==> config.mk <==
export PLATFORM = sky130hd
export DESIGN_NAME = rtc_host_port
export DESIGN_NICKNAME = d
export VERILOG_FILES = /design/src/rtl/rtc_pkg.sv /design/src/rtl/rtc_host_port.sv
export SDC_FILE = /design/constraint.sdc
export NUM_CORES = 1
export LEC_CHECK = 0
export BUFFER_PORTS_ARGS = -buffer_cell sky130_fd_sc_hd__buf_2
export CORE_MARGIN = 1
export CORE_UTILIZATION = 40
export CTS_CLUSTER_SIZE = 20
export DETAILED_ROUTE_END_ITERATION = 6
export REMOVE_ABC_BUFFERS = 1
export SLEW_MARGIN = 20
export SYNTH_ARGS = -nofsm -noshare
export SYNTH_HDL_FRONTEND = slang
export SYNTH_SLANG_ARGS = --single-unit
==> constraint.sdc <==
create_clock -name clk -period 7.6 [get_ports clk]
set_clock_uncertainty 0.2 [all_clocks]
set_input_delay 0.76 -clock clk [delete_from_list [all_inputs] [get_ports clk]]
set_output_delay 0.76 -clock clk [all_outputs]
set_load 0.02 [all_outputs]
==> src/rtl/rtc_pkg.sv <==
// Constants, address map and carrier types for the calendar clock host port
// Functional notes
// [RULE1] Power-down low: bus ignored, outputs off except backup alarm, time keeps running.
// [RULE2] Host programs backup alarm enable before pulling power-down low.
// [RULE3] Writing FF clears all time counters, or at the other location all alarm RAM.
// [RULE4] Seconds restart write clears thousandths through tens-of-seconds counters.
// [RULE5] Seconds restart ignores the data lines.
// [RULE6] Restart with seconds above 39 advances minutes by one, else minutes unchanged.
// [RULE7] Rollover flag sets on any count tick during or after a counter read; a first-cycle tick sets it only with seen_ff set or a counter in addr_ff.
// [RULE8] Rollover location reads flag on data_lsb, all other bits zero.
// [RULE9] Trailing edge of a rollover location read clears the flag.
// [RULE10] Host reads rollover flag after single read or after last of a sequence.
// [RULE11] Host repeats counter reads when rollover flag found set.
// [RULE12] Ready pulls low at cycle start until read data valid or write latched.
// [RULE13] Host asserts read or write strobe only together with device select.
// [RULE14] Host holds address stable while select and a strobe are low.
// [RULE15] Select, write strobe and address 1F held: test mode, raw oscillator drives counting.
// [RULE16] Main interrupt rises within 5 us of a status register event.
// [RULE17] Main interrupt falls within 5 us of the status read trailing edge.
// [RULE18] Enabled backup alarm drives low within 5 us of compare valid.
// [RULE19] Writing zero to backup enable floats the backup alarm within 5 us.
// [RULE20] Compare valid 61 us after the count tick, only when counters equal RAM.
// [RULE21] Host deselects at least 500 ns between counter reads.
// [RULE22] Host holds select and write 1050 ns after write data changes.
// [RULE23] Main interrupt clears when the status register read ends.
// [RULE24] data_lsb one enables backup alarm, zero disables; it follows compare level.
// [RULE25] Select and strobes are synchronised so each strobe acts exactly once.
package rtc_pkg;
	// ----------------------------------------
	// Address map
	// ----------------------------------------
	localparam logic [4:0] ADDR_RAM_BASE = 5'h08;
	localparam logic [4:0] ADDR_IRQ_STATUS = 5'h10;
	localparam logic [4:0] ADDR_IRQ_CONTROL = 5'h11;
	localparam logic [4:0] ADDR_COUNTER_CLEAR_CMD = 5'h12;
	localparam logic [4:0] ADDR_ALARM_RAM_CLEAR_CMD = 5'h13;
	localparam logic [4:0] ADDR_ROLLOVER_FLAG = 5'h14;
	localparam logic [4:0] ADDR_SECONDS_RESTART_CMD = 5'h15;
	localparam logic [4:0] ADDR_BACKUP_IRQ_ENABLE = 5'h16;
	localparam logic [4:0] ADDR_FACTORY_TEST_ENTRY = 5'h1F;
	localparam logic [7:0] CLEAR_KEY = 8'hFF;
	localparam logic [7:0] RESTART_SEC_LIMIT = 8'h39;
	// ----------------------------------------
	// Counter byte indices and limits
	// ----------------------------------------
	localparam int IDX_MSEC = 0;
	localparam int IDX_CSEC = 1;
	localparam int IDX_SEC = 2;
	localparam int IDX_MIN = 3;
	localparam int IDX_HOUR = 4;
	localparam logic [7:0] MAX_CSEC = 8'h99;
	localparam logic [7:0] MAX_SEC = 8'h59;
	localparam logic [7:0] MAX_MIN = 8'h59;
	localparam logic [7:0] MAX_HOUR = 8'h23;
	localparam logic [7:0] RAM_MASK_MSEC = 8'hF0;
	localparam logic [7:0] RAM_MASK_WEEKDAY = 8'h0F;
	// ----------------------------------------
	// Reset values
	// ----------------------------------------
	localparam logic [7:0] RST_BYTE = 8'h00;
	localparam logic [1:0] RST_RDY_CNT = 2'h0;
	// ----------------------------------------
	// Timing
	// ----------------------------------------
	localparam int CLK_PERIOD_NS = 4;
	localparam int CMP_DELAY_US = 61;
	localparam int CMP_DELAY_CYC = (CMP_DELAY_US * 1000) / CLK_PERIOD_NS;
	localparam int IRQ_MAX_US = 5;
	localparam int IRQ_MAX_CYC = (IRQ_MAX_US * 1000) / CLK_PERIOD_NS;
	localparam logic [1:0] RDY_CYC = 2'h2;
	// ----------------------------------------
	// Carrier types
	// ----------------------------------------
	typedef struct packed {
		logic cs_n;
		logic rd_n;
		logic wr_n;
		logic pd_n;
	} ctl_pins_t;
	localparam ctl_pins_t CTL_IDLE = 4'hF;
endpackage

==> src/rtl/rtc_host_port.sv <==
// Host port, command decode, rollover flag, interrupts and compare of the calendar clock
module rtc_host_port #(
	parameter int CMP_CYC = rtc_pkg::CMP_DELAY_CYC
) (
	// Clock and reset
	input wire logic clk,
	input wire logic rst_n,
	input wire logic ce,
	// Count ticks, same domain
	input wire logic kilo_tick,
	input wire logic osc_tick,
	// Host bus pins
	input wire rtc_pkg::ctl_pins_t ctl_pins,
	input wire logic [4:0] addr,
	input wire logic [7:0] data_in,
	output logic [7:0] data_out,
	output logic data_oe,
	output logic rdy_n_out,
	output logic rdy_n_oe,
	// Interrupt pins
	output logic main_irq,
	output logic main_irq_oe,
	output logic sby_irq_n_out,
	output logic sby_irq_n_oe,
	// Status
	output logic test_mode
);
	// ----------------------------------------
	// Elaboration checks
	// ----------------------------------------
	if (CMP_CYC < 2 || CMP_CYC > 65535) begin : g_bad_cmp
		$error("CMP_CYC out of range");
	end

	// ----------------------------------------
	// Pin synchroniser
	// ----------------------------------------
	rtc_pkg::ctl_pins_t sync1_ff, sync2_ff, sync3_ff, ctl_ff, nxt_ctl;

	always_comb begin
		nxt_ctl = ctl_ff;
		// Change counts once second and third stage agree [RULE25]
		for (int i = 0; i < 4; i++) begin
			if (sync2_ff[i] == sync3_ff[i]) begin
				nxt_ctl[i] = sync3_ff[i];
			end
		end
	end

	always_ff @(posedge clk) begin
		if (!rst_n) begin
			sync1_ff <= rtc_pkg::CTL_IDLE;
			sync2_ff <= rtc_pkg::CTL_IDLE;
			sync3_ff <= rtc_pkg::CTL_IDLE;
			ctl_ff <= rtc_pkg::CTL_IDLE;
		end else if (ce) begin
			sync1_ff <= ctl_pins;
			sync2_ff <= sync1_ff;
			sync3_ff <= sync2_ff;
			ctl_ff <= nxt_ctl;
		end
	end

	// ----------------------------------------
	// Strobe decode
	// ----------------------------------------
	logic pd_ok, rd_act, wr_act, rd_start, rd_end, wr_start, cyc_start, wr_fire;
	logic rd_prev_ff, wr_prev_ff, is_wr_ff, nxt_is_wr;
	logic [1:0] rdy_cnt_ff, nxt_rdy_cnt;
	logic [4:0] addr_ff, nxt_addr;

	// Power-down shuts the bus off completely [RULE1]
	assign pd_ok = ctl_ff.pd_n;
	// Strobes count only with select [RULE13]
	assign rd_act = pd_ok && !ctl_ff.cs_n && !ctl_ff.rd_n;
	assign wr_act = pd_ok && !ctl_ff.cs_n && !ctl_ff.wr_n;
	assign rd_start = rd_act && !rd_prev_ff;
	assign rd_end = !rd_act && rd_prev_ff;
	assign wr_start = wr_act && !wr_prev_ff;
	assign cyc_start = rd_start || wr_start;
	// Data latched as ready releases; early strobe end drops the write
	assign wr_fire = is_wr_ff && wr_act && rdy_cnt_ff == 2'h1;

	always_comb begin
		nxt_addr = addr_ff;
		nxt_is_wr = is_wr_ff;
		nxt_rdy_cnt = rdy_cnt_ff;
		if (rdy_cnt_ff != 2'h0) begin
			nxt_rdy_cnt = rdy_cnt_ff - 2'h1;
		end
		if (cyc_start) begin
			// Address held stable by the host through the strobe [RULE14]
			nxt_addr = addr;
			nxt_is_wr = wr_start;
			nxt_rdy_cnt = rtc_pkg::RDY_CYC; // [RULE12]
		end
		if (!pd_ok) begin
			nxt_rdy_cnt = rtc_pkg::RST_RDY_CNT;
		end
	end

	always_ff @(posedge clk) begin
		if (!rst_n) begin
			rd_prev_ff <= 1'b0;
			wr_prev_ff <= 1'b0;
			is_wr_ff <= 1'b0;
			rdy_cnt_ff <= rtc_pkg::RST_RDY_CNT;
			addr_ff <= 5'h00;
		end else if (ce) begin
			rd_prev_ff <= rd_act;
			wr_prev_ff <= wr_act;
			is_wr_ff <= nxt_is_wr;
			rdy_cnt_ff <= nxt_rdy_cnt;
			addr_ff <= nxt_addr;
		end
	end

	// ----------------------------------------
	// Counters, RAM, flags
	// ----------------------------------------
	logic [7:0] cnt_ff [8];
	logic [7:0] nxt_cnt [8];
	logic [7:0] ram_ff [8];
	logic [7:0] nxt_ram [8];
	logic [7:0] irq_ctl_ff, nxt_irq_ctl, irq_st_ff, nxt_irq_st, irq_ev, rd_mux;
	logic [7:0] data_ff, nxt_data;
	logic roll_ff, nxt_roll, seen_ff, nxt_seen, sby_en_ff, nxt_sby_en;
	logic cmp_ff, nxt_cmp, cmp_ev, match, count_tick, test_ff, nxt_test;
	logic [15:0] cmp_dly_ff, nxt_cmp_dly;
	logic [8:0] inc_csec, inc_sec, inc_min, inc_hour;
	logic ms_carry;

	function automatic logic [8:0] bcd_inc(input logic [7:0] v, input logic [7:0] max);
		if (v == max) begin
			bcd_inc = 9'h100;
		end else if (v[3:0] == 4'h9) begin
			bcd_inc = {1'b0, v[7:4] + 4'h1, 4'h0};
		end else begin
			bcd_inc = {1'b0, v[7:4], v[3:0] + 4'h1};
		end
	endfunction

	// Raw oscillator replaces the 1 kHz tick in test mode [RULE15]
	assign nxt_test = wr_act && addr == rtc_pkg::ADDR_FACTORY_TEST_ENTRY;
	assign count_tick = test_ff ? osc_tick : kilo_tick;
	assign ms_carry = cnt_ff[rtc_pkg::IDX_MSEC][7:4] == 4'h9;
	assign inc_csec = bcd_inc(cnt_ff[rtc_pkg::IDX_CSEC], rtc_pkg::MAX_CSEC);
	assign inc_sec = bcd_inc(cnt_ff[rtc_pkg::IDX_SEC], rtc_pkg::MAX_SEC);
	assign inc_min = bcd_inc(cnt_ff[rtc_pkg::IDX_MIN], rtc_pkg::MAX_MIN);
	assign inc_hour = bcd_inc(cnt_ff[rtc_pkg::IDX_HOUR], rtc_pkg::MAX_HOUR);

	always_comb begin
		match = 1'b1;
		rd_mux = 8'h00;
		for (int i = 0; i < 8; i++) begin
			if (i == rtc_pkg::IDX_MSEC) begin
				match = match && ((cnt_ff[i] ^ ram_ff[i]) & rtc_pkg::RAM_MASK_MSEC) == 8'h00;
			end else if (i == 5) begin
				match = match && ((cnt_ff[i] ^ ram_ff[i]) & rtc_pkg::RAM_MASK_WEEKDAY) == 8'h00;
			end else begin
				match = match && cnt_ff[i] == ram_ff[i];
			end
		end
		if (addr < rtc_pkg::ADDR_RAM_BASE) begin
			rd_mux = cnt_ff[addr[2:0]];
		end else if (addr < rtc_pkg::ADDR_IRQ_STATUS) begin
			rd_mux = ram_ff[addr[2:0]];
		end else if (addr == rtc_pkg::ADDR_IRQ_STATUS) begin
			rd_mux = irq_st_ff;
		end else if (addr == rtc_pkg::ADDR_IRQ_CONTROL) begin
			rd_mux = irq_ctl_ff;
		end else if (addr == rtc_pkg::ADDR_ROLLOVER_FLAG) begin
			rd_mux = {7'h00, roll_ff}; // [RULE8]
		end
	end

	always_comb begin
		nxt_cnt = cnt_ff;
		nxt_ram = ram_ff;
		nxt_irq_ctl = irq_ctl_ff;
		nxt_sby_en = sby_en_ff;
		nxt_data = data_ff;
		nxt_seen = seen_ff;
		nxt_roll = roll_ff;
		nxt_irq_st = irq_st_ff;
		nxt_cmp = cmp_ff;
		nxt_cmp_dly = cmp_dly_ff;
		irq_ev = 8'h00;
		cmp_ev = 1'b0;
		// Timekeeping runs in power-down too [RULE1]
		if (count_tick) begin
			nxt_cnt[rtc_pkg::IDX_MSEC] = ms_carry ? 8'h00 : cnt_ff[rtc_pkg::IDX_MSEC] + 8'h10;
			if (ms_carry) begin
				nxt_cnt[rtc_pkg::IDX_CSEC] = inc_csec[7:0];
				irq_ev[1] = cnt_ff[rtc_pkg::IDX_CSEC][3:0] == 4'h9;
				irq_ev[2] = inc_csec[8];
				if (inc_csec[8]) begin
					nxt_cnt[rtc_pkg::IDX_SEC] = inc_sec[7:0];
					irq_ev[3] = inc_sec[8];
					if (inc_sec[8]) begin
						nxt_cnt[rtc_pkg::IDX_MIN] = inc_min[7:0];
						irq_ev[4] = inc_min[8];
						if (inc_min[8]) begin
							nxt_cnt[rtc_pkg::IDX_HOUR] = inc_hour[7:0];
							irq_ev[5] = inc_hour[8];
						end
					end
				end
			end
			nxt_cmp_dly = 16'(CMP_CYC);
		end
		// Compare sampled once the ripple has settled [RULE20]
		if (cmp_dly_ff == 16'h0001) begin
			nxt_cmp = match;
			cmp_ev = match;
		end
		if (cmp_dly_ff != 16'h0000) begin
			nxt_cmp_dly = count_tick ? 16'(CMP_CYC) : cmp_dly_ff - 16'h0001;
		end
		irq_ev[0] = cmp_ev;
		if (cyc_start) begin
			nxt_data = rd_mux;
		end
		if (wr_fire) begin
			if (addr_ff < rtc_pkg::ADDR_RAM_BASE) begin
				nxt_cnt[addr_ff[2:0]] = data_in;
			end else if (addr_ff < rtc_pkg::ADDR_IRQ_STATUS) begin
				nxt_ram[addr_ff[2:0]] = data_in;
			end else if (addr_ff == rtc_pkg::ADDR_IRQ_CONTROL) begin
				nxt_irq_ctl = data_in;
			end else if (addr_ff == rtc_pkg::ADDR_BACKUP_IRQ_ENABLE) begin
				nxt_sby_en = data_in[0]; // [RULE24]
			end else if (addr_ff == rtc_pkg::ADDR_COUNTER_CLEAR_CMD && data_in == rtc_pkg::CLEAR_KEY) begin
				for (int i = 0; i < 8; i++) begin
					nxt_cnt[i] = rtc_pkg::RST_BYTE; // [RULE3]
				end
			end else if (addr_ff == rtc_pkg::ADDR_ALARM_RAM_CLEAR_CMD && data_in == rtc_pkg::CLEAR_KEY) begin
				for (int i = 0; i < 8; i++) begin
					nxt_ram[i] = rtc_pkg::RST_BYTE; // [RULE3]
				end
			end else if (addr_ff == rtc_pkg::ADDR_SECONDS_RESTART_CMD) begin
				// Data lines not looked at [RULE5]
				nxt_cnt[rtc_pkg::IDX_MSEC] = rtc_pkg::RST_BYTE; // [RULE4]
				nxt_cnt[rtc_pkg::IDX_CSEC] = rtc_pkg::RST_BYTE; // [RULE4]
				nxt_cnt[rtc_pkg::IDX_SEC] = rtc_pkg::RST_BYTE; // [RULE4]
				nxt_cnt[rtc_pkg::IDX_MIN] = cnt_ff[rtc_pkg::IDX_SEC] > rtc_pkg::RESTART_SEC_LIMIT ?
					inc_min[7:0] : cnt_ff[rtc_pkg::IDX_MIN]; // [RULE6]
			end
		end
		// Counter reads arm the rollover watch
		if (rd_start && addr < rtc_pkg::ADDR_RAM_BASE) begin
			nxt_seen = 1'b1;
		end
		if (rd_end && addr_ff == rtc_pkg::ADDR_ROLLOVER_FLAG) begin
			nxt_roll = 1'b0; // [RULE9]
			nxt_seen = 1'b0;
		end
		// Set after clear so a coincident tick is not lost [RULE7]
		if (count_tick && (seen_ff || (rd_act && addr_ff < rtc_pkg::ADDR_RAM_BASE))) begin
			nxt_roll = 1'b1;
		end
		if (rd_end && addr_ff == rtc_pkg::ADDR_IRQ_STATUS) begin
			nxt_irq_st = 8'h00; // [RULE23]
		end
		nxt_irq_st = nxt_irq_st | (irq_ev & irq_ctl_ff); // [RULE16]
	end

	always_ff @(posedge clk) begin
		if (!rst_n) begin
			for (int i = 0; i < 8; i++) begin
				cnt_ff[i] <= rtc_pkg::RST_BYTE;
				ram_ff[i] <= rtc_pkg::RST_BYTE;
			end
			irq_ctl_ff <= rtc_pkg::RST_BYTE;
			irq_st_ff <= rtc_pkg::RST_BYTE;
			data_ff <= rtc_pkg::RST_BYTE;
			sby_en_ff <= 1'b0;
			seen_ff <= 1'b0;
			roll_ff <= 1'b0;
			cmp_ff <= 1'b0;
			cmp_dly_ff <= 16'h0000;
			test_ff <= 1'b0;
		end else if (ce) begin
			cnt_ff <= nxt_cnt;
			ram_ff <= nxt_ram;
			irq_ctl_ff <= nxt_irq_ctl;
			irq_st_ff <= nxt_irq_st;
			data_ff <= nxt_data;
			sby_en_ff <= nxt_sby_en;
			seen_ff <= nxt_seen;
			roll_ff <= nxt_roll;
			cmp_ff <= nxt_cmp;
			cmp_dly_ff <= nxt_cmp_dly;
			test_ff <= nxt_test;
		end
	end

	// ----------------------------------------
	// Pin drivers
	// ----------------------------------------
	logic oe_ff, main_oe_ff, irq_ff, sby_oe_ff;

	always_ff @(posedge clk) begin
		if (!rst_n) begin
			oe_ff <= 1'b0;
			main_oe_ff <= 1'b0;
			irq_ff <= 1'b0;
			sby_oe_ff <= 1'b0;
		end else if (ce) begin
			oe_ff <= rd_act && !rd_start;
			main_oe_ff <= pd_ok; // [RULE1]
			irq_ff <= |irq_st_ff; // [RULE17]
			// Backup alarm follows compare level, even in power-down [RULE18] [RULE19]
			sby_oe_ff <= sby_en_ff && cmp_ff;
		end
	end

	assign data_out = data_ff;
	assign data_oe = oe_ff;
	assign rdy_n_out = 1'b0;
	assign rdy_n_oe = rdy_cnt_ff != 2'h0;
	assign main_irq = irq_ff;
	assign main_irq_oe = main_oe_ff;
	assign sby_irq_n_out = 1'b0;
	assign sby_irq_n_oe = sby_oe_ff;
	assign test_mode = test_ff;
endmodule

==> impl_metrics.toml <==
[synth]
yosysSeqAreaShare_pct = 36.2
synth_edf_count = 0
syn_area_sq_mm = 0.0111
synth_cell_types = 73
ys.warnings.count = 0
synth-main-ff-cell = "dfxtp_1"
postSynthAreaPerCell_sq_um = 8.57
synth_seq_cells = 201
syn-instance-count = 1298
async_flop_share_pct = 0

[floorplan]
die_w_um = 169
num_rows = 60
ioPinCount = 38
core_sq_mm = 0.0271
die_area_sq_mm = 0.0285
fp.dieH_um = 169
start_util_pct = 41.0

[timing]
fmax_mhz = 276
hold_viol = 0
min_period_over_period_pct = 47.7
rsz0062_at_grt = "no"
setup_tns_ps = 0
worstMarginPinSlew_ps = 1160
hold_ws_ps = 242
slew_viol_final = 0
min_period_ps = 3630
setup_viol = 0
max_slew_margin_pct = 22.2

[pwr]
clkPwrFrac_pct = 45.7
seq_power_share_pct = 45.2
ir_drop_mv = 0.142
p_leak_nw = 4.69
pwr-share-comb_pct = 9.1
p_int_mw = 1.81
powerDensity_mw_per_mm2 = 201
power.switching_mw = 0.639
p_sw_share_pct = 26.1

[hold_path]
hold_path.class = "in2reg"
holdPathStages = 3

[placed_design]
port_buffers = 35
dp_hpwl_mm = 26.2
place_congestion = 0.931
dpl_cell_area_sq_mm = 0.0115

[drt]
wl_mm = 37.7
drt-pass1-iter-count = 5
vias_per_cell = 6.20
drt-initial-drc-count = 1212
drc = 0
wire_per_inst_um = 22.6
num_vias = 10300
ant_nets = 0

[final_layout]
fin_area_sq_mm = 0.0122
fin_nets = 1317
diodes = 0
drive_above_1_share_pct = 10.8
area_growth_syn_to_layout_pct = 9.86
final_util_pct = 45.1

[clock_tree]
holdBufCountCts = 0
cts_tree = "done"
cts_resized = 0
cts_made_buffers = 23
cts_max_level = 1
post_cts_buffers = 0
clock_latency_ps = 530
clock_path_buffers = 3
clockRootBuffer = "clkbuf_16"
clk_pin_slew_ps = 60
cts.sinks = 201

[setup_path]
cp-end-kind = "register"
critPathTopFamily = "simple AND/OR/NAND/NOR gates"
crit_type = "reg2reg"
cp.depth = 7
start_kind = "register"
worstPathCellList = "ha_1 > nand3b_1 > nor3_1 > o21ai_1 > nor2_2 > nand3_1 > o22ai_1"
crit_required_ps = 7820
r2r_cells = 7
slowest_stage = "nor3_1"
crit_arrival_ps = 3850
critPathMaxFanout = 17
path_buf_inv = 0
slowest_delay_ps = 750

[global_route]
grt_overflow = 0
grt_max_degree = 88
grtUsageTotal_pct = 26.4
grt_antenna_before_repair = 0
first_global_vias = 9546
grt_pass1_wl_mm = 57.8

[run]
max_cap_violations = 0

[status]
outcome = "complete, no violations"
==> path summary, 6_finish.rpt <==
path	startpoint	end	slack [ps]
max	rdy_cnt_ff[0]	ram_ff[27]	3970
min	ctl_pins[1]	sync1_ff[1]	240
max reg2reg	rdy_cnt_ff[0]	ram_ff[27]	3970
min reg2reg	data_oe	data_oe	260
==> logic make-up after synthesis <==
family	count (synthesis)	synth area share [%]
multiplexers	96	12.4
AND/OR/NAND/NOR	453	19.8
adder cells (fa/ha/maj)	19	2.14
flip-flops	201	36.2
AO/OA/AOI/OAI	338	19.5
XOR/XNOR	71	5.59
other	1	0.0337
buffers and inverters	119	4.34
==> cell usage in the layout (no fill, tap or decap), types with 7 or more instances in the layout <==
cell type,instances
dfxtp_1,201
nand2_1,148
nor2_1,115
o22ai_1,76
a21oi_1,73
xor2_1,65
o21ai_0,63
mux2i_1,60
a22oi_1,37
mux4_2,33
buf_2,33
nand3_1,32
nor4_1,29
inv_1,24
clkbuf_16,23
nand4_1,21
nor3_1,20
ha_1,19
buf_4,13
o211ai_1,11
a31oi_1,11
nor2b_1,10
and3_1,9
or4_1,9
nand3b_1,8
or3_1,8
nand2b_1,8
clkbuf_1,8
nor3b_1,7
==> Yosys cell counts, drive strengths merged, types with 3 or more instances <==
library cell	instances	area (sq um)
dfxtp	201	4020
nand2	148	556
nor2	116	438
o22ai	76	475
a21oi	73	365
clkbuf	71	267
o21ai	65	325
xor2	65	569
mux2i	60	601
a22oi	37	278
mux4	33	743
nand3	32	160
nor4	29	181
inv	25	93.8
buf	23	123
nor3	23	125
nand4	22	144
ha	19	238
a31oi	11	68.8
o211ai	11	82.6
nor2b	10	62.6
or4	10	78.8
and3	9	56.3
or3	9	61.3
nand2b	8	50.1
nand3b	8	60.1
nor3b	7	52.6
a211oi	6	57.6
and3b	6	52.6
xnor2	6	52.6
a31o	5	43.8
and2	5	31.3
o211a	5	50.1
o31ai	5	37.5
a21o	4	30.0
a22o	4	35.0
a2bb2oi	4	35.0
o21a	4	30.0
or2	4	25.0
a32oi	3	26.3
mux2	3	33.8
o221a	3	33.8
==> power groups by stage <==
| stage | clock, mW | combinational [mW] | sequential, mW |
|---|---|---|---|
| after global placement | 0 | 0.218 | 1.13 |
| after floorplan | 0 | 0.130 | 1.12 |
| after global routing | 1.18 | 0.244 | 1.11 |
| after CTS | 1.13 | 0.222 | 1.11 |
| after detailed placement | 0 | 0.221 | 1.13 |
| final | 1.12 | 0.223 | 1.11 |
==> flip-flops by register name, indices dropped and copies added, names as in the netlist, 2 cells and up <==
register and cells:
addr_ff 5, rdy_cnt_ff 2, sync2_ff 4, sync3_ff 4
irq_st_ff 6, sync1_ff 4, cmp_dly_ff 16, ctl_ff 3
ram_ff 64, data_out 8, cnt_ff 64, irq_ctl_ff 8
==> worst register-to-register path, delay by kind of cell, from the launching register on <==
kind | cells | cell delay [ps]
simple gates | 4 | 2080
compound gates | 2 | 700
flops | 1 | 370
fa+ha+maj | 1 | 170
==> area by class of cell <==
class,count,area [sq um]
repair buffers,46,263
fillers,2702,14900
clock buffers,34,647
clock inverters,8,96.3
inverters,25,93.8
well taps,372,465
flip-flops and latches,201,4020
multi-input cells,979,6630
==> stage by stage <==
step / instances / setup slack (ps) / total power, mW
4_1_cts: 1665 / 4130 / 2.46
2_1_floorplan: 1205 / 4350 / 1.25
3_3_place_gp: 1623 / 3850 / 1.35
5_1_grt: 1665 / 3690 / 2.53
3_5_place_dp: 1623 / 3830 / 1.35
6_report: 1665 / 3970 / 2.45
==> routing by layer <==
layer / vias up / wire length, um / track usage [%]
met5: - / 0 / 0
met4: 0 / 1400 / 9.96
met3: 83 / 3170 / 4.00
met2: 495 / 16600 / 40.5
met1: 4986 / 16500 / 37.2
li1: 4751 / - / -
Power figures use the tool's default switching activity.
